## config.mk

```make
export PLATFORM = sky130hd
export DESIGN_NAME = svc_ctrl
export DESIGN_NICKNAME = d
export VERILOG_FILES = /design/src/logic/svc_pkg.sv /design/src/logic/svc_mon_if.sv /design/src/logic/svc_clk_div.sv /design/src/logic/svc_detect_seq.sv /design/src/logic/svc_ctrl.sv
export SDC_FILE = /design/constraint.sdc
export NUM_CORES = 1
export LEC_CHECK = 0
export ABC_AREA = 1
export BUFFER_PORTS_ARGS = -buffer_cell sky130_fd_sc_hd__buf_2
export CAP_MARGIN = 20
export CORE_ASPECT_RATIO = 1.75
export CORE_MARGIN = 2
export CORE_UTILIZATION = 45
export CTS_CLUSTER_SIZE = 24
export DETAILED_ROUTE_END_ITERATION = 8
export GPL_ROUTABILITY_DRIVEN = 0
export GPL_TIMING_DRIVEN = 0
export MAX_ROUTING_LAYER = met4
export PLACE_DENSITY = 0.68
export SLEW_MARGIN = 25
export SYNTH_ARGS = -nofsm -noshare
export SYNTH_HDL_FRONTEND = slang
export SYNTH_SLANG_ARGS = --single-unit
```

## constraint.sdc

```tcl
create_clock -name clk_sys -period 3.8 [get_ports clk_sys]
set_input_delay 0.38 -clock clk_sys [delete_from_list [all_inputs] [get_ports clk_sys]]
set_output_delay 0.38 -clock clk_sys [all_outputs]
set_load 0.05 [all_outputs]
```

## src/logic/svc_pkg.sv

```systemverilog
`default_nettype none
package svc_pkg;
   // Byte offsets of the four registers on the bus
   localparam logic [3:0] CLK_OFS = 4'h0;
   localparam logic [3:0] CTL_OFS = 4'h4;
   localparam logic [3:0] FLAG_OFS = 4'h8;
   localparam logic [3:0] IE_OFS = 4'hc;
   // Clock control fields
   localparam int CLK_DEBUG_RUN_BIT = 8;
   localparam int CLK_DIV_LSB = 4;
   localparam int CLK_SRC_LSB = 0;
   localparam logic DEBUG_RUN_RST = 1'b1;
   localparam logic [2:0] DIV_RST = 3'h0;
   localparam logic [1:0] SRC_RST = 2'h0;
   // Control fields
   localparam int CTL_VOLTAGE_SOURCE_SELECT_BIT = 15;
   localparam int CTL_SC_LSB = 13;
   localparam int CTL_THR_LSB = 8;
   localparam int CTL_RE_LSB = 4;
   localparam int CTL_EXTERNAL_PIN_SELECT_BIT = 3;
   localparam int CTL_MD_LSB = 1;
   localparam int CTL_EN_BIT = 0;
   localparam logic [4:0] THR_RST = 5'h1e;
   localparam logic [3:0] RE_RESET_CODE = 4'ha;
   // Status, flag and enable fields
   localparam int STAT_LOW_BIT = 8;
   localparam int FLAG_BIT = 0;
   localparam int IE_BIT = 0;
   // Clock source codes and divider codes
   localparam logic [1:0] SRC_INTERNAL_OSCILLATOR = 2'h0;
   localparam logic [1:0] SRC_HSOSC = 2'h2;
   localparam logic [2:0] DIV_MAX_CODE = 3'h5;
   localparam logic [2:0] DIV_PASS_LO = 3'h6;
   localparam logic [8:0] DIV_BASE = 9'h010;
   localparam logic [8:0] PERIOD_BASE = 9'h080;
   // Cycles the enable change needs before it reads back
   localparam logic [3:0] EN_SETTLE_CYC = 4'h4;
   // Enable handshake states
   typedef enum logic [2:0] {
      EN_IDLE = 3'b001,
      EN_ON_WAIT = 3'b010,
      EN_OFF_WAIT = 3'b100
   } svc_en_state_t;
endpackage
`default_nettype wire

```

## src/logic/svc_mon_if.sv

```systemverilog
`timescale 1ns/1ps
`default_nettype none
// Ties the control block, the monitor clock divider and the detection sequencer
interface svc_mon_if;
   logic tick; // One pulse per monitor clock period
   logic run; // Detection enabled
   logic reinit; // Restart internal detection state
   logic [1:0] mode; // Intermittent mode code
   logic [1:0] count_code; // Successive count code
   logic low_in; // Synchronised comparator output
   logic event_p; // Detection event pulse
   logic status; // Latest detection result
   modport div (output tick);
   modport seq (input tick, run, reinit, mode, count_code, low_in, output event_p, status);
   modport ctrl (input tick, event_p, status, output run, reinit, mode, count_code, low_in);
endinterface
`default_nettype wire

```

## src/logic/svc_clk_div.sv

```systemverilog
`timescale 1ns/1ps
`default_nettype none
// Derives the monitor clock tick from the selected source edge
module svc_clk_div (
   input wire logic clk_sys,
   input wire logic srst,
   input wire logic src_edge,
   input wire logic [1:0] src_sel,
   input wire logic [2:0] div_code,
   input wire logic halt,
   svc_mon_if.div mon
);
   logic [8:0] cnt_ff; // Division counter
   logic divided; // Source with a divider range
   logic [8:0] limit;
   assign divided = (src_sel == svc_pkg::SRC_INTERNAL_OSCILLATOR) || (src_sel == svc_pkg::SRC_HSOSC);
   assign limit = 9'((svc_pkg::DIV_BASE << div_code) - 9'h001);
   // Counter and tick; reserved combinations give no clock at all
   always_ff @(posedge clk_sys) begin
      if (srst) begin
         cnt_ff <= 9'h000;
         mon.tick <= 1'b0;
      end else if (halt || !src_edge) begin
         // Debug stop freezes the count rather than losing it
         mon.tick <= 1'b0;
      end else if (divided) begin
         if (div_code > svc_pkg::DIV_MAX_CODE) begin
            mon.tick <= 1'b0;
         end else if (cnt_ff >= limit) begin
            cnt_ff <= 9'h000;
            mon.tick <= 1'b1;
         end else begin
            cnt_ff <= 9'(cnt_ff + 9'h001);
            mon.tick <= 1'b0;
         end
      end else begin
         mon.tick <= (div_code >= svc_pkg::DIV_PASS_LO);
      end
   end
endmodule
`default_nettype wire

```

## src/logic/svc_detect_seq.sv

```systemverilog
`timescale 1ns/1ps
`default_nettype none
// Samples the comparator continuously or intermittently and counts successive lows
module svc_detect_seq (
   input wire logic clk_sys,
   input wire logic srst,
   svc_mon_if.seq mon
);
   logic [8:0] per_ff; // Intermittent interval counter
   logic [3:0] succ_ff; // Successive low detections
   logic [8:0] per_limit;
   logic [3:0] need;
   logic sample;
   assign per_limit = 9'((svc_pkg::PERIOD_BASE << (mon.mode - 2'h1)) - 9'h001);
   assign need = 4'(4'h1 << mon.count_code);
   assign sample = mon.tick && ((mon.mode == 2'h0) || (per_ff == per_limit));
   // Interval counter
   always_ff @(posedge clk_sys) begin
      if (srst || mon.reinit || !mon.run || (mon.mode == 2'h0)) begin
         per_ff <= 9'h000;
      end else if (mon.tick) begin
         per_ff <= (per_ff == per_limit) ? 9'h000 : 9'(per_ff + 9'h001);
      end
   end
   // Result latch and event generation
   always_ff @(posedge clk_sys) begin
      if (srst || mon.reinit || !mon.run) begin
         succ_ff <= 4'h0;
         mon.event_p <= 1'b0;
         if (srst) begin
            mon.status <= 1'b0;
         end
      end else if (sample) begin
         mon.status <= mon.low_in;
         if (mon.mode == 2'h0) begin
            // Continuous mode ignores the count field
            mon.event_p <= mon.low_in;
         end else if (!mon.low_in) begin
            succ_ff <= 4'h0;
            mon.event_p <= 1'b0;
         end else if (4'(succ_ff + 4'h1) >= need) begin
            succ_ff <= 4'h0;
            mon.event_p <= 1'b1;
         end else begin
            succ_ff <= 4'(succ_ff + 4'h1);
            mon.event_p <= 1'b0;
         end
      end else begin
         mon.event_p <= 1'b0;
      end
   end
endmodule
`default_nettype wire

```

## src/logic/svc_ctrl.sv

```systemverilog
// The Wishbone slave port and the address map were left to the implementer.
`timescale 1ns/1ps
`default_nettype none
// Supply monitor control: registers, enable handshake, detector reset state
module svc_ctrl (
   input wire logic clk_sys,
   input wire logic srst,
   // Wishbone classic slave
   input wire logic wb_cyc_i,
   input wire logic wb_stb_i,
   input wire logic wb_we_i,
   input wire logic [3:0] wb_adr_i,
   input wire logic [3:0] wb_sel_i,
   input wire logic [31:0] wb_dat_i,
   output logic [31:0] wb_dat_o,
   output logic wb_ack_o,
   // System protection open (key written), same clock domain
   input wire logic prot_unlocked,
   // Asynchronous inputs
   input wire logic internal_oscillator,
   input wire logic low_speed_oscillator,
   input wire logic high_speed_oscillator,
   input wire logic external_clock_input,
   input wire logic debug_mode,
   input wire logic comparator_low,
   // Analog front end control
   output logic comparator_enable,
   output logic sense_external,
   output logic sense_pin_sel,
   output logic [4:0] threshold_code,
   output logic monitor_clock,
   // System outputs
   output logic irq_req,
   output logic detector_reset_req
);
   // Register fields
   logic debug_run_ff;
   logic [2:0] clock_divider_ff;
   logic [1:0] clock_source_ff;
   logic voltage_source_select_ff;
   logic external_pin_select_ff;
   logic [1:0] successive_count_ff;
   logic [4:0] threshold_code_ff;
   logic [3:0] reset_select_ff;
   logic [1:0] intermittent_mode_ff;
   logic detection_enable_ff; // Readback value of the enable bit
   logic low_voltage_flag_ff;
   logic low_voltage_irq_enable_ff;
   // Detector reset state and saved mode settings
   logic rst_state_ff;
   logic [1:0] saved_mode_ff;
   logic [1:0] saved_count_ff;
   // Enable handshake
   svc_pkg::svc_en_state_t en_state_ff;
   logic [3:0] en_cnt_ff;
   logic hw_run_ff; // Detector hardware running
   logic reinit_ff;
   // Bus
   logic ack_ff;
   logic [31:0] dat_ff;
   logic irq_ff;
   // Synchronisers: first stage read only by the second
   logic [5:0] sync1_ff;
   logic [5:0] sync2_ff;
   logic src_prev_ff;
   logic src_now;
   logic src_edge;
   logic tick_ff;
   // Decoded bus strobes
   logic req;
   logic wr_en;
   logic wr_clk;
   logic wr_ctl;
   logic wr_flag;
   logic wr_ie;
   logic [15:0] wr_ctl_val;
   logic [15:0] wr_clk_val;
   logic flag_clear;
   logic flag_set;
   logic rst_entry;
   logic rst_release;
   logic cfg_change;
   logic [15:0] rd_val;

   svc_mon_if mon ();

   // Merges the two low byte lanes of a write into a 16-bit register image
   function automatic logic [15:0] merge16(input logic [15:0] old_v, input logic [31:0] data,
                                          input logic [3:0] sel);
      logic [15:0] r;
      r = old_v;
      if (sel[0]) begin
         r[7:0] = data[7:0];
      end
      if (sel[1]) begin
         r[15:8] = data[15:8];
      end
      return r;
   endfunction

   // Current register images, reserved bits zero
   function automatic logic [15:0] clk_img(input logic dbr, input logic [2:0] dv, input logic [1:0] sr);
      logic [15:0] r;
      r = 16'h0000;
      r[svc_pkg::CLK_DEBUG_RUN_BIT] = dbr;
      r[svc_pkg::CLK_DIV_LSB +: 3] = dv;
      r[svc_pkg::CLK_SRC_LSB +: 2] = sr;
      return r;
   endfunction

   assign req = wb_cyc_i && wb_stb_i;
   // Writes take effect on the edge where the master sees ack
   assign wr_en = req && wb_we_i && ack_ff;
   assign wr_clk = wr_en && (wb_adr_i == svc_pkg::CLK_OFS) && prot_unlocked;
   assign wr_ctl = wr_en && (wb_adr_i == svc_pkg::CTL_OFS) && prot_unlocked;
   assign wr_flag = wr_en && (wb_adr_i == svc_pkg::FLAG_OFS);
   assign wr_ie = wr_en && (wb_adr_i == svc_pkg::IE_OFS);
   assign wr_clk_val = merge16(clk_img(debug_run_ff, clock_divider_ff, clock_source_ff), wb_dat_i, wb_sel_i);
   always_comb wr_ctl_val = merge16(rd_ctl(), wb_dat_i, wb_sel_i); // Process form so register changes re-evaluate
   assign flag_clear = wr_flag && wb_sel_i[0] && wb_dat_i[svc_pkg::FLAG_BIT];
   assign flag_set = mon.event_p;
   assign rst_entry = flag_set && (reset_select_ff == svc_pkg::RE_RESET_CODE) && !rst_state_ff;
   assign rst_release = rst_state_ff && !mon.status && !rst_entry;
   // Changing these fields while running restarts detection
   assign cfg_change = wr_ctl && hw_run_ff &&
      ((wr_ctl_val[svc_pkg::CTL_RE_LSB +: 4] != reset_select_ff) ||
       (wr_ctl_val[svc_pkg::CTL_MD_LSB +: 2] != intermittent_mode_ff) ||
       ((intermittent_mode_ff != 2'h0) &&
        (wr_ctl_val[svc_pkg::CTL_SC_LSB +: 2] != successive_count_ff)));

   // Control register image with readback of the enable bit
   function automatic logic [15:0] rd_ctl();
      logic [15:0] r;
      r = 16'h0000;
      r[svc_pkg::CTL_VOLTAGE_SOURCE_SELECT_BIT] = voltage_source_select_ff;
      r[svc_pkg::CTL_SC_LSB +: 2] = successive_count_ff;
      r[svc_pkg::CTL_THR_LSB +: 5] = threshold_code_ff;
      r[svc_pkg::CTL_RE_LSB +: 4] = reset_select_ff;
      r[svc_pkg::CTL_EXTERNAL_PIN_SELECT_BIT] = external_pin_select_ff;
      r[svc_pkg::CTL_MD_LSB +: 2] = intermittent_mode_ff;
      r[svc_pkg::CTL_EN_BIT] = detection_enable_ff;
      return r;
   endfunction

   // Read multiplexer; unmapped addresses read zero
   always_comb begin
      rd_val = 16'h0000;
      unique case (wb_adr_i)
         svc_pkg::CLK_OFS: begin
            rd_val = clk_img(debug_run_ff, clock_divider_ff, clock_source_ff);
         end
         svc_pkg::CTL_OFS: begin
            rd_val = rd_ctl();
         end
         svc_pkg::FLAG_OFS: begin
            rd_val[svc_pkg::STAT_LOW_BIT] = mon.status;
            rd_val[svc_pkg::FLAG_BIT] = low_voltage_flag_ff;
         end
         svc_pkg::IE_OFS: begin
            rd_val[svc_pkg::IE_BIT] = low_voltage_irq_enable_ff;
         end
         default: begin
            rd_val = 16'h0000;
         end
      endcase
   end

   // Bus answer: ack one cycle after the request, dropped the cycle after
   always_ff @(posedge clk_sys) begin
      if (srst) begin
         ack_ff <= 1'b0;
         dat_ff <= 32'h0000_0000;
      end else begin
         ack_ff <= req && !ack_ff;
         if (req && !ack_ff) begin
            dat_ff <= {16'h0000, rd_val};
         end
      end
   end

   // Two-flop synchronisers for clocks, debug state and comparator
   always_ff @(posedge clk_sys) begin
      if (srst) begin
         sync1_ff <= 6'h00;
         sync2_ff <= 6'h00;
         src_prev_ff <= 1'b0;
      end else begin
         sync1_ff <= {comparator_low, debug_mode, external_clock_input, high_speed_oscillator,
                      low_speed_oscillator, internal_oscillator};
         sync2_ff <= sync1_ff;
         src_prev_ff <= src_now;
      end
   end
   assign src_now = sync2_ff[clock_source_ff];
   assign src_edge = src_now && !src_prev_ff;

   // Clock control register; forced to initial values in detector reset
   always_ff @(posedge clk_sys) begin
      if (srst || rst_state_ff) begin
         debug_run_ff <= svc_pkg::DEBUG_RUN_RST;
         clock_divider_ff <= svc_pkg::DIV_RST;
         clock_source_ff <= svc_pkg::SRC_RST;
      end else if (wr_clk) begin
         debug_run_ff <= wr_clk_val[svc_pkg::CLK_DEBUG_RUN_BIT];
         clock_divider_ff <= wr_clk_val[svc_pkg::CLK_DIV_LSB +: 3];
         clock_source_ff <= wr_clk_val[svc_pkg::CLK_SRC_LSB +: 2];
      end
   end

   // Plain control fields, kept through the detector reset
   always_ff @(posedge clk_sys) begin
      if (srst) begin
         voltage_source_select_ff <= 1'b0;
         external_pin_select_ff <= 1'b0;
         threshold_code_ff <= svc_pkg::THR_RST;
         reset_select_ff <= 4'h0;
      end else if (wr_ctl && !rst_state_ff) begin
         voltage_source_select_ff <= wr_ctl_val[svc_pkg::CTL_VOLTAGE_SOURCE_SELECT_BIT];
         external_pin_select_ff <= wr_ctl_val[svc_pkg::CTL_EXTERNAL_PIN_SELECT_BIT];
         threshold_code_ff <= wr_ctl_val[svc_pkg::CTL_THR_LSB +: 5];
         reset_select_ff <= wr_ctl_val[svc_pkg::CTL_RE_LSB +: 4];
      end
   end
   // Writes during the detector reset are dropped so the kept values stay put

   // Mode and count fields, saved on entry to the detector reset and restored on release
   always_ff @(posedge clk_sys) begin
      if (srst) begin
         intermittent_mode_ff <= 2'h0;
         successive_count_ff <= 2'h0;
         saved_mode_ff <= 2'h0;
         saved_count_ff <= 2'h0;
      end else if (rst_entry) begin
         saved_mode_ff <= intermittent_mode_ff;
         saved_count_ff <= successive_count_ff;
         intermittent_mode_ff <= 2'h0;
         successive_count_ff <= 2'h0;
      end else if (rst_release) begin
         intermittent_mode_ff <= saved_mode_ff;
         successive_count_ff <= saved_count_ff;
      end else if (wr_ctl && !rst_state_ff) begin
         intermittent_mode_ff <= wr_ctl_val[svc_pkg::CTL_MD_LSB +: 2];
         if (intermittent_mode_ff != 2'h0) begin
            successive_count_ff <= wr_ctl_val[svc_pkg::CTL_SC_LSB +: 2];
         end
      end
   end

   // Enable handshake: readback changes only after the hardware settles
   always_ff @(posedge clk_sys) begin
      if (srst) begin
         en_state_ff <= svc_pkg::EN_IDLE;
         en_cnt_ff <= 4'h0;
         detection_enable_ff <= 1'b0;
         hw_run_ff <= 1'b0;
      end else begin
         unique case (en_state_ff)
            svc_pkg::EN_IDLE: begin
               en_cnt_ff <= 4'h0;
               // The enable stays 1 through the detector reset
               if (wr_ctl && !rst_state_ff && (wr_ctl_val[svc_pkg::CTL_EN_BIT] != detection_enable_ff)) begin
                  if (wr_ctl_val[svc_pkg::CTL_EN_BIT]) begin
                     hw_run_ff <= 1'b1;
                     en_state_ff <= svc_pkg::EN_ON_WAIT;
                  end else begin
                     hw_run_ff <= 1'b0;
                     en_state_ff <= svc_pkg::EN_OFF_WAIT;
                  end
               end
            end
            svc_pkg::EN_ON_WAIT, svc_pkg::EN_OFF_WAIT: begin
               // Enable writes here are ignored; software polls first
               if (en_cnt_ff == 4'(svc_pkg::EN_SETTLE_CYC - 4'h1)) begin
                  detection_enable_ff <= hw_run_ff;
                  en_state_ff <= svc_pkg::EN_IDLE;
               end else begin
                  en_cnt_ff <= 4'(en_cnt_ff + 4'h1);
               end
            end
            default: begin
               en_state_ff <= svc_pkg::EN_IDLE;
            end
         endcase
      end
   end

   // Restart pulse for the sequencer
   always_ff @(posedge clk_sys) begin
      if (srst) begin
         reinit_ff <= 1'b1;
      end else begin
         reinit_ff <= cfg_change || (flag_clear && hw_run_ff) || rst_entry || rst_release ||
                      (en_state_ff == svc_pkg::EN_OFF_WAIT);
      end
   end

   // Interrupt flag: a detection in the clearing cycle wins
   always_ff @(posedge clk_sys) begin
      if (srst) begin
         low_voltage_flag_ff <= 1'b0;
      end else if (flag_set) begin
         low_voltage_flag_ff <= 1'b1;
      end else if (flag_clear) begin
         low_voltage_flag_ff <= 1'b0;
      end
   end

   // Interrupt enable, cleared while the detector reset stands
   always_ff @(posedge clk_sys) begin
      if (srst || rst_state_ff || rst_entry) begin
         low_voltage_irq_enable_ff <= 1'b0;
      end else if (wr_ie && wb_sel_i[0]) begin
         low_voltage_irq_enable_ff <= wb_dat_i[svc_pkg::IE_BIT];
      end
   end

   // Detector reset state
   always_ff @(posedge clk_sys) begin
      if (srst) begin
         rst_state_ff <= 1'b0;
      end else if (rst_entry) begin
         rst_state_ff <= 1'b1;
      end else if (rst_release) begin
         rst_state_ff <= 1'b0;
      end
   end

   // Interrupt request from registered flag and enable
   always_ff @(posedge clk_sys) begin
      if (srst) begin
         irq_ff <= 1'b0;
         tick_ff <= 1'b0;
      end else begin
         irq_ff <= low_voltage_flag_ff && low_voltage_irq_enable_ff;
         tick_ff <= mon.tick;
      end
   end

   // Sequencer connections
   assign mon.run = hw_run_ff;
   assign mon.reinit = reinit_ff;
   assign mon.mode = intermittent_mode_ff;
   assign mon.count_code = successive_count_ff;
   assign mon.low_in = sync2_ff[5];

   svc_clk_div u_div (
      .clk_sys(clk_sys),
      .srst(srst),
      .src_edge(src_edge),
      .src_sel(clock_source_ff),
      .div_code(clock_divider_ff),
      .halt(sync2_ff[4] && !debug_run_ff),
      .mon(mon)
   );

   svc_detect_seq u_seq (
      .clk_sys(clk_sys),
      .srst(srst),
      .mon(mon)
   );

   // Outputs straight from flip-flops
   assign wb_ack_o = ack_ff;
   assign wb_dat_o = dat_ff;
   assign comparator_enable = hw_run_ff;
   assign sense_external = voltage_source_select_ff;
   assign sense_pin_sel = external_pin_select_ff;
   assign threshold_code = threshold_code_ff;
   assign monitor_clock = tick_ff;
   assign irq_req = irq_ff;
   assign detector_reset_req = rst_state_ff;
endmodule
`default_nettype wire

```

# After elaboration in Yosys (flattened, before gate mapping)
# Cells that the tools add are included.
# op_classes
add_sub_neg	7
magnitude_cmp	5
eq_ne	18
shift	3
mux	37
bitwise	4
reduce_logical	75
# op_table
cell	n
logical AND 1 bit	27
AND reduction 2 bit	11
adder 9 x 1 -> 9 bit (second input constant)	2
two-way mux 9 bit	2
subtractor 9 x 1 -> 9 bit (second input constant)	2
two-way mux 1 bit	15
logical OR 1 bit	14
two-way mux 7 bit	2
one-hot mux 7 bit (2 select lines)	1
nonzero test 2 bit	7
== test 4 bit (second input constant)	3
two-way mux 4 bit	3
two-way mux 2 bit	5
== test 9 bit	1
>= comparator 9 bit	1
two-way mux 3 bit	3
left shift 5 x 3 -> 9 bit (first input constant)	1
left shift 8 x 2 -> 9 bit (first input constant)	1
adder 4 x 1 -> 4 bit (second input constant)	2
logical NOT 1 bit	8
two-way mux 8 bit	1
!= test 2 bit (second input constant)	4
one-hot mux 4 bit (2 select lines)	1
OR reduction 2 bit	4
other kinds (23)	28
# totals
ff_bits	95
output_inout_bits	44

# Logic depth before layout (Yosys ltp)
# Gate-level depths: netlist (run 1).
# logic_depth
ltp_word	11
mapped_depth	13
mapped_depth_nobuf	13

# Modules after synthesis
# Synthesis (run 1) repeated with hierarchy kept, for this count alone.
# hier_totals
cells_unflattened	699
hier_area_um2	4908.5
# modules_own_cells
module	instances	cells_each	area_per_inst_um2	seq_area_each_um2
svc_ctrl	1	449	3146.8	1401.3
svc_detect_seq	1	143	1028.5	310.3
svc_clk_div	1	107	733.2	200.2

# Worst setup path after synthesis (run 1)
# No wires, ideal clock.
# synth_timing
path_type	register to register
start	register clock_divider_ff[2]
end	register u_div.cnt_ff[1]
setup_ps	78
arrival_time_ps	1866
required_time_ps	3722
path_slack_ps	1857
stages_incl_launch_ff	13
n_path_buf	0
cell_sequence	dfxtp_1 nor3_1 inv_1 ha_1 o21ai_0 xnor2_1 ha_1 a21oi_1 o21a_1 nand2_1 nand2_2 nand2_4 nor3_1
# synth_between
elab_chain_len	4
# synth_lines
item	line_no	rtl
start, declared	svc_ctrl.sv:38	logic [2:0] clock_divider_ff;
start signal, assigned	svc_ctrl.sv:201	clock_divider_ff <= svc_pkg::DIV_RST;
start signal, assigned	svc_ctrl.sv:205	clock_divider_ff <= wr_clk_val[svc_pkg::CLK_DIV_LSB +: 3];
left shift 5 x 3 -> 9 bit	svc_clk_div.sv:17	assign limit = 9'((svc_pkg::DIV_BASE << div_code) - 9'h001);
subtractor 9 x 1 -> 9 bit	svc_clk_div.sv:17	
>= comparator 9 bit	svc_clk_div.sv:29	end else if (cnt_ff >= limit) begin
two-way mux 9 bit	svc_clk_div.sv:29	
end signal, assigned	svc_clk_div.sv:33	cnt_ff <= 9'(cnt_ff + 9'h001);
end, declared	svc_clk_div.sv:13	logic [8:0] cnt_ff;
# Parallel ways exist; a longest one is shown, timed or not.
# A chain may end at the register's enable or synchronous reset.

# Worst setup path after layout (run 1)
# Same ends and word-level chain as after synthesis.

==> results of run 1 <==
## power groups by stage
stage          sequential (mW)  clock, mW  combinational, mW
2_1_floorplan             1.04          0             0.0998
3_3_place_gp              1.03          0              0.144
3_5_place_dp              1.03          0              0.145
4_1_cts                   1.01       1.03              0.145
5_1_grt                   1.01       1.07              0.160
6_report                  1.01       1.02              0.146
## area by class of cell
type,instances,area (um2)
Inverter,88,330
Fill cell,1005,4680
Multi-Input combinational cell,467,2290
Clock buffer,10,250
Sequential cell,95,1910
Timing Repair Buffer,60,300
Clock inverter,6,90.1
Buffer,27,164
Tap cell,127,159
## flip-flops by register name (all words and copies together), names as in the netlist, 2 cells and up
| register | count |
|---|---|
| saved_mode_ff | 2 |
| mon.count_code | 2 |
| u_div.cnt_ff | 9 |
| u_seq.per_ff | 9 |
| wb_dat_o | 16 |
| threshold_code | 5 |
| en_cnt_ff | 4 |
| clock_divider_ff | 3 |
| u_seq.succ_ff | 4 |
| sync2_ff | 6 |
| sync1_ff | 6 |
| en_state_ff | 3 |
| intermittent_mode_ff | 2 |
| saved_count_ff | 2 |
| clock_source_ff | 2 |
| reset_select_ff | 4 |
## worst reg2reg max path, delay by kind of cell, from the launching register on
family,cells,cell delay [ns]
compound gates,3,0.39
flops,1,0.35
simple gates,5,0.67
buf+inv,1,0.07
fa+ha+maj,2,0.48
xor+xnor,1,0.16
## cells in the mapped netlist
library cell | count | area [um2]
a21oi_1 | 57 | 285
edfxtp_1 | 1 | 30.0
nor3_4 | 1 | 16.3
o21ai_1 | 17 | 85.1
nor2_1 | 78 | 293
nand2_1 | 150 | 563
buf_4 | 16 | 120
o21ai_0 | 33 | 165
xor2_1 | 6 | 52.6
or2_0 | 1 | 6.26
inv_2 | 10 | 37.5
nand4_2 | 1 | 12.5
o31ai_1 | 1 | 7.51
o21bai_1 | 3 | 22.5
nand2_2 | 3 | 18.8
a31oi_1 | 1 | 6.26
ha_1 | 16 | 200
or2_2 | 4 | 25.0
nor3_2 | 1 | 10.0
inv_1 | 78 | 293
a22oi_1 | 2 | 15.0
conb_1 | 1 | 3.75
o211ai_1 | 1 | 7.51
nor4_1 | 1 | 6.26
a21o_1 | 1 | 7.51
nand2_4 | 1 | 11.3
nand4_1 | 13 | 81.3
nor2_4 | 2 | 22.5
buf_2 | 2 | 10.0
nand3_2 | 1 | 10.0
nor3b_1 | 1 | 7.51
nand3_1 | 37 | 185
nor2_2 | 6 | 37.5
or2_1 | 1 | 6.26
buf_1 | 3 | 11.3
xnor2_1 | 2 | 17.5
nor3_1 | 8 | 40.0
clkbuf_1 | 6 | 22.5
o21a_1 | 1 | 7.51
dfxtp_1 | 94 | 1880
## stage by stage
step / setup slack, ns / area [um2]
floorplan: 1.86 / 4700
global placement: 1.65 / 5160
detailed placement: 1.58 / 5160
CTS: 1.56 / 5500
global route: 1.42 / 5500
finish: 1.62 / 5500
## path summary, 6_finish.rpt
check | start | endpoint | slack (ns) | cells after the start
worst max-delay path | clock_divider_ff[2] | u_div.cnt_ff[1] | 1.62 | 12
worst min register to register | sync1_ff[4] | sync2_ff[4] | 0.40 | 2
worst max register to register | clock_divider_ff[2] | u_div.cnt_ff[1] | 1.62 | 12
worst min-delay path | wb_dat_i[11] | threshold_code[3] | 0.23 | 3
## routing by layer
metal  up-vias  part of all wire (%)  track usage (%)
li1       2273                     -                -
met1      2005                    38             20.4
met2       138                    53             39.3
met3        27                   5.1             3.72
met4         0                   3.9             11.2
met5         -                     0                -
## cell families after synthesis
| group | count (synthesis) | share of synthesized area [%] |
|---|---|---|
| other | 1 | 0.0808 |
| buffers and inverters | 115 | 10.6 |
| flip-flops | 95 | 41.2 |
| AND/OR/NAND/NOR | 310 | 29.1 |
| AO/OA/AOI/OAI | 117 | 13.1 |
| XOR/XNOR | 8 | 1.51 |
| adder cells (fa/ha/maj) | 16 | 4.31 |
==> results.yml, run 1 <==
sta:
  max_freq_mhz: 458
  setup_viol: 0
  relSlewSlack_pct: 60.3
  final_hold_viol_count: 0
  fin_hold_ws_ns: 0.227
  tightest_slew_ns: 0.596
  maxSlewViolCount: 0
  fin_tns_setup_ns: 0
  clock_skew_ns: 0.00784
  finalCritPeriodShare_pct: 57.4
  rsz0062_at_grt: "no"
  fin_crit_ns: 2.18
logic_synthesis:
  ys_ff_latch: 95
  synth_warnings: 0
  ys_types: 40
  avgSynthCellArea_um2: 7.01
  synthCells: 662
  synth_seq_area_share_pct: 41.2
  syn_area_um2: 4640
job:
  max_cap_viol_count: 0
power_and_ir_drop:
  power.switching_uw: 506
  ir_drop_mv: 0.282
  combPwrFrac_pct: 6.7
  p_sw_share_pct: 23.3
  p_seq_share_pct: 46.5
  p_total_mw: 2.17
  p_int_mw: 1.67
  clkPwrFrac_pct: 46.8
  powerDensity_nw_per_um2: 395
  p_leak_nw: 2.42
detailed_routing:
  drt_iter0_drc: 239
  remaining_drc_errors: 0
  num_vias: 4443
  postRouteAntennaNets: 0
  wire_per_inst_um: 12.8
  drt_first_pass_iters: 5
  wirelength_mm: 11.3
  viasPerCell: 5.05
worst_setup_path:
  crit_required_ns: 4.07
  cp_slowest_stage_delay_ns: 0.35
  crit_path_max_fanout: 7
  crit_path_start_kind: "flop"
  crit_type: "flop to flop"
  crit_chain: "nor3_1 -> inv_1 -> ha_1 -> o21ai_0 -> xnor2_1 -> ha_1 -> a21oi_1 -> o21a_1 -> nand2_1 -> nand2_2 -> nand2_4 -> nor3_1"
  endpoint_kind: "flop"
  cp_slowest_cell: "dfxtp_1"
  crit_family: "simple AND/OR/NAND/NOR gates"
  cp_num_buf_inv: 1
  crit_arrival_ns: 2.45
layout:
  final_cell_mix: "nand2_1, dfxtp_1, inv_1, nor2_1, buf_2"
  final_core_util_pct: 54.0
  drive_above_1_share_pct: 16.5
  nNetsFinal: 816
  area_delta_synth_final_pct: 18.4
  layout_commonest_cell: "nand2_1"
  diodes: 0
  final_cell_count_no_fill: 880
floorplanning:
  ioPinCount: 96
  core_area_um2: 10200
  fp.dieH_um: 138
  rows: 49
  die_area_um2: 11200
  die_w_um: 80.8
  start_util_pct: 45.6
run_status:
  status: "finished clean"
clock_network:
  cts_setup_buffers: 0
  cts_buffers: 9
  cts.sinks: 95
  cts-root-buf: "clkbuf_16"
  clk_latency_ns: 0.35
  htreeDepth: 3
  cts_resized: 0
  clkTransAtPathRegs_ns: 0.07
  cts_tree: "built"
  ctsHoldBuffers: 0
  clockBufferDepth: 2
global_route:
  grt_first_pass_wirelength_mm: 18.3
  overflow: 0
  grt_pass1_vias: 4224
  track_usage_pct: 21.4
  antenna_found_initial: 0
  grt_max_degree: 17
placed_design:
  dp.cells: 864
  dp_hpwl_mm: 8.80
  portBuffers: 60
hold_path:
  hold_class: "primary input to flop"
Power figures use the tool's default switching activity.
==> run 2: changes to the inputs <==
- ABC_AREA: 1 -> 0
- PLACE_DENSITY: 0.68 -> 0.7
- clock period: 3.8 -> 1.9 ns (I/O delays scaled with it)
==> run 2 against run 1 <==
Effect of this change: the flow now finishes with violations (setup timing); critical path depth unchanged; clock skew is 0.0030 ns lower; via count shrank 9.1%; synthesized cell count shrank 22%; power up 89%; combinational power is 100% higher; routed wire length grew 5.6%; flip-flop and latch count unchanged; critical endpoint is now u_div.cnt_ff[6].
==> results.yml, run 2 <==
sta:
  timing.final.ws_setup_ns: -0.831
  clock_skew_ns: 0.00486
  relSlewSlack_pct: 57.1
  tightest_slew_ns: 0.644
  finalCritPeriodShare_pct: 144
  final_hold_viol_count: 0
  setup_viol: 13
  fin_crit_ns: 2.73
  maxSlewViolCount: 0
  rsz0062_at_grt: "yes"
  max_freq_mhz: 366
global_route:
  overflow: 0
  grt_first_pass_wirelength_mm: 17.9
  track_usage_pct: 21.9
  antenna_found_initial: 0
  grt_pass1_vias: 3821
  grt_max_degree: 16
detailed_routing:
  num_vias: 4037
  drt_iter0_drc: 188
  viasPerCell: 5.38
  wirelength_mm: 11.9
  postRouteAntennaNets: 0
  remaining_drc_errors: 0
  wire_per_inst_um: 15.9
  drt_first_pass_iters: 5
power_and_ir_drop:
  ir_drop_mv: 0.547
  powerDensity_nw_per_um2: 703
  p_leak_nw: 2.35
job:
  max_cap_viol_count: 0
clock_network:
  cts_buffers: 9
  cts_tree: "built"
  clk_latency_ns: 0.34
  clkTransAtPathRegs_ns: 0.07
  cts.sinks: 95
  clockBufferDepth: 2
  htreeDepth: 3
  cts-root-buf: "clkbuf_16"
floorplanning:
  start_util_pct: 46.1
  rows: 48
  fp.dieH_um: 137
  core_area_um2: 9850
  ioPinCount: 96
  die_area_um2: 10900
  die_w_um: 80.0
layout:
  final_cell_count_no_fill: 750
  final_core_util_pct: 59.2
  nNetsFinal: 689
  diodes: 0
  largest_register_ffs: 16
  area_delta_synth_final_pct: 28.4
  final_area_um2: 5840
  fillerInstances: 897
  drive_above_1_share_pct: 27.7
  layout_commonest_cell: "dfxtp_1"
  final_cell_mix: "dfxtp_1, nor2_1, buf_2"
logic_synthesis:
  syn_area_um2: 4540
  ys_async_sr_fraction_pct: 0
  synth_edf_count: 1
  avgSynthCellArea_um2: 8.80
  ys_top_cells_by_area: "dfxtp_1, nor2_1, mux2i_1, ha_1, nand2_1"
  synth_seq_area_share_pct: 42.1
  synth_top_area_share_pct: 41.4
  ys_types: 58
  ys_top_cells_by_count: "dfxtp_1, nor2_1, nand2_1"
  ys_ff_latch: 95
  synth_warnings: 0
  synthCells: 516
  synth_flop_cell: "dfxtp_1"
  yosysTopAreaCell: "dfxtp_1"
  synthMostInstantiatedCell: "dfxtp_1"
placed_design:
  dp.cells: 715
  dp_hpwl_mm: 8.64
  place_area_um2: 5200
  portBuffers: 59
  pre_cts_ws_ns: -0.971
worst_setup_path:
  r2r_slack_ns: -0.83
  crit_arrival_ns: 3.00
  endpoint_kind: "flop"
  crit_path_max_fanout: 4
  crit_required_ns: 2.17
  crit_path_start_kind: "flop"
  crit_type: "flop to flop"
run_status:
  violations: "setup timing"
  status: "finished, violations left"
hold_path:
  hold_class: "primary input to flop"
-- run 2: changes by cell type in the layout (fill, tap and decap cells not counted), sizes merged, moves of 21 or more --
cell | before | now
inv | 89 | 11
nand3 | 38 | 16
buf | 81 | 105
mux2i | 0 | 21
o21ai | 50 | 11
nor2 | 86 | 65
nand2 | 154 | 50
a21oi | 57 | 27
-- run 2: kinds of logic (layout without fill, tap and decap cells) --
family,Yosys count,count (layout),share of synthesized area [%]
muxes,24,24,5.95
AOI/OAI and AO/OA,82,82,11.8
and+or+nand+nor,226,226,25.7
DFF,95,95,42.1
adders and majority gates,16,16,4.41
other,1,16,0.0825
buffers and inverters,48,142,5.37
xor gates and xnor gates,24,24,4.63
-- run 2: cell type report --
cell class                 instances  area, um2  share of cell area [%]
multi-input combinational        388       2710                    46.5
buffer                            36        215                    3.69
tap                              125        156                    2.68
clock buffer                      10        229                    3.92
inverter                           9       38.8                   0.665
sequential                        95       1940                    33.3
clock inverter                     5       57.6                   0.986
timing repair buffer              82        483                    8.28
-- run 2: timing repair --
item	CTS	global route
endpoints found under the setup margin	16	19
resized for setup	23	29
cloned	0	0
pin swaps	15	29
hold buffers	0	0
buffers inserted	11	12
-- run 2: report_power, final --
part           internal, mW  leakage, nW  switching [mW]  total [mW]
Clock                  1.02        0.139           0.774        1.79
Sequential             2.00        0.778          0.0113        2.02
Combinational        0.0994         1.44           0.199       0.298
-- run 2: stage by stage --
stage / power (mW) / hold WS (ns) / TNS [ns]
after floorplan: 2.26 / 0.318 / -5.88
after CTS: 4.12 / 0.0547 / -7.05
after global routing: 4.23 / 0.0685 / -7.54
after global placement: 2.35 / 0.397 / -9.30
after detailed placement: 2.35 / 0.411 / -10.87
final: 4.10 / 0.0525 / -6.41
-- run 2: per-layer routing --
layer | vias to the layer above | global-route usage (%) | part of all wire [%] | routed length, um
met5 | - | - | 0 | 0
met4 | 0 | 9.89 | 3.0 | 358
met3 | 24 | 3.30 | 3.1 | 371
met2 | 89 | 40.1 | 55 | 6550
met1 | 1940 | 22.5 | 39 | 4610
li1 | 1984 | - | - | -
-- run 2: final timing paths --
path	start	end	cells after the start
setup / recovery	clock_divider_ff[0]	u_div.cnt_ff[6]	12
hold / removal	comparator_low	sync1_ff[5]	2
setup reg to reg	clock_divider_ff[0]	u_div.cnt_ff[6]	12
hold reg to reg	sync1_ff[3]	sync2_ff[3]	1
-- run 2: critical path: stages (launching register included) --
cell      delay [ns]
dfxtp_4         0.34
or3_4           0.40
ha_4            0.18
nor3_2          0.09
a21oi_1         0.05
o21a_1          0.20
ha_4            0.24
a21oi_2         0.11
o211ai_1        0.11
or2_4           0.26
buf_6           0.12
or4_1           0.40
a31oi_1         0.16
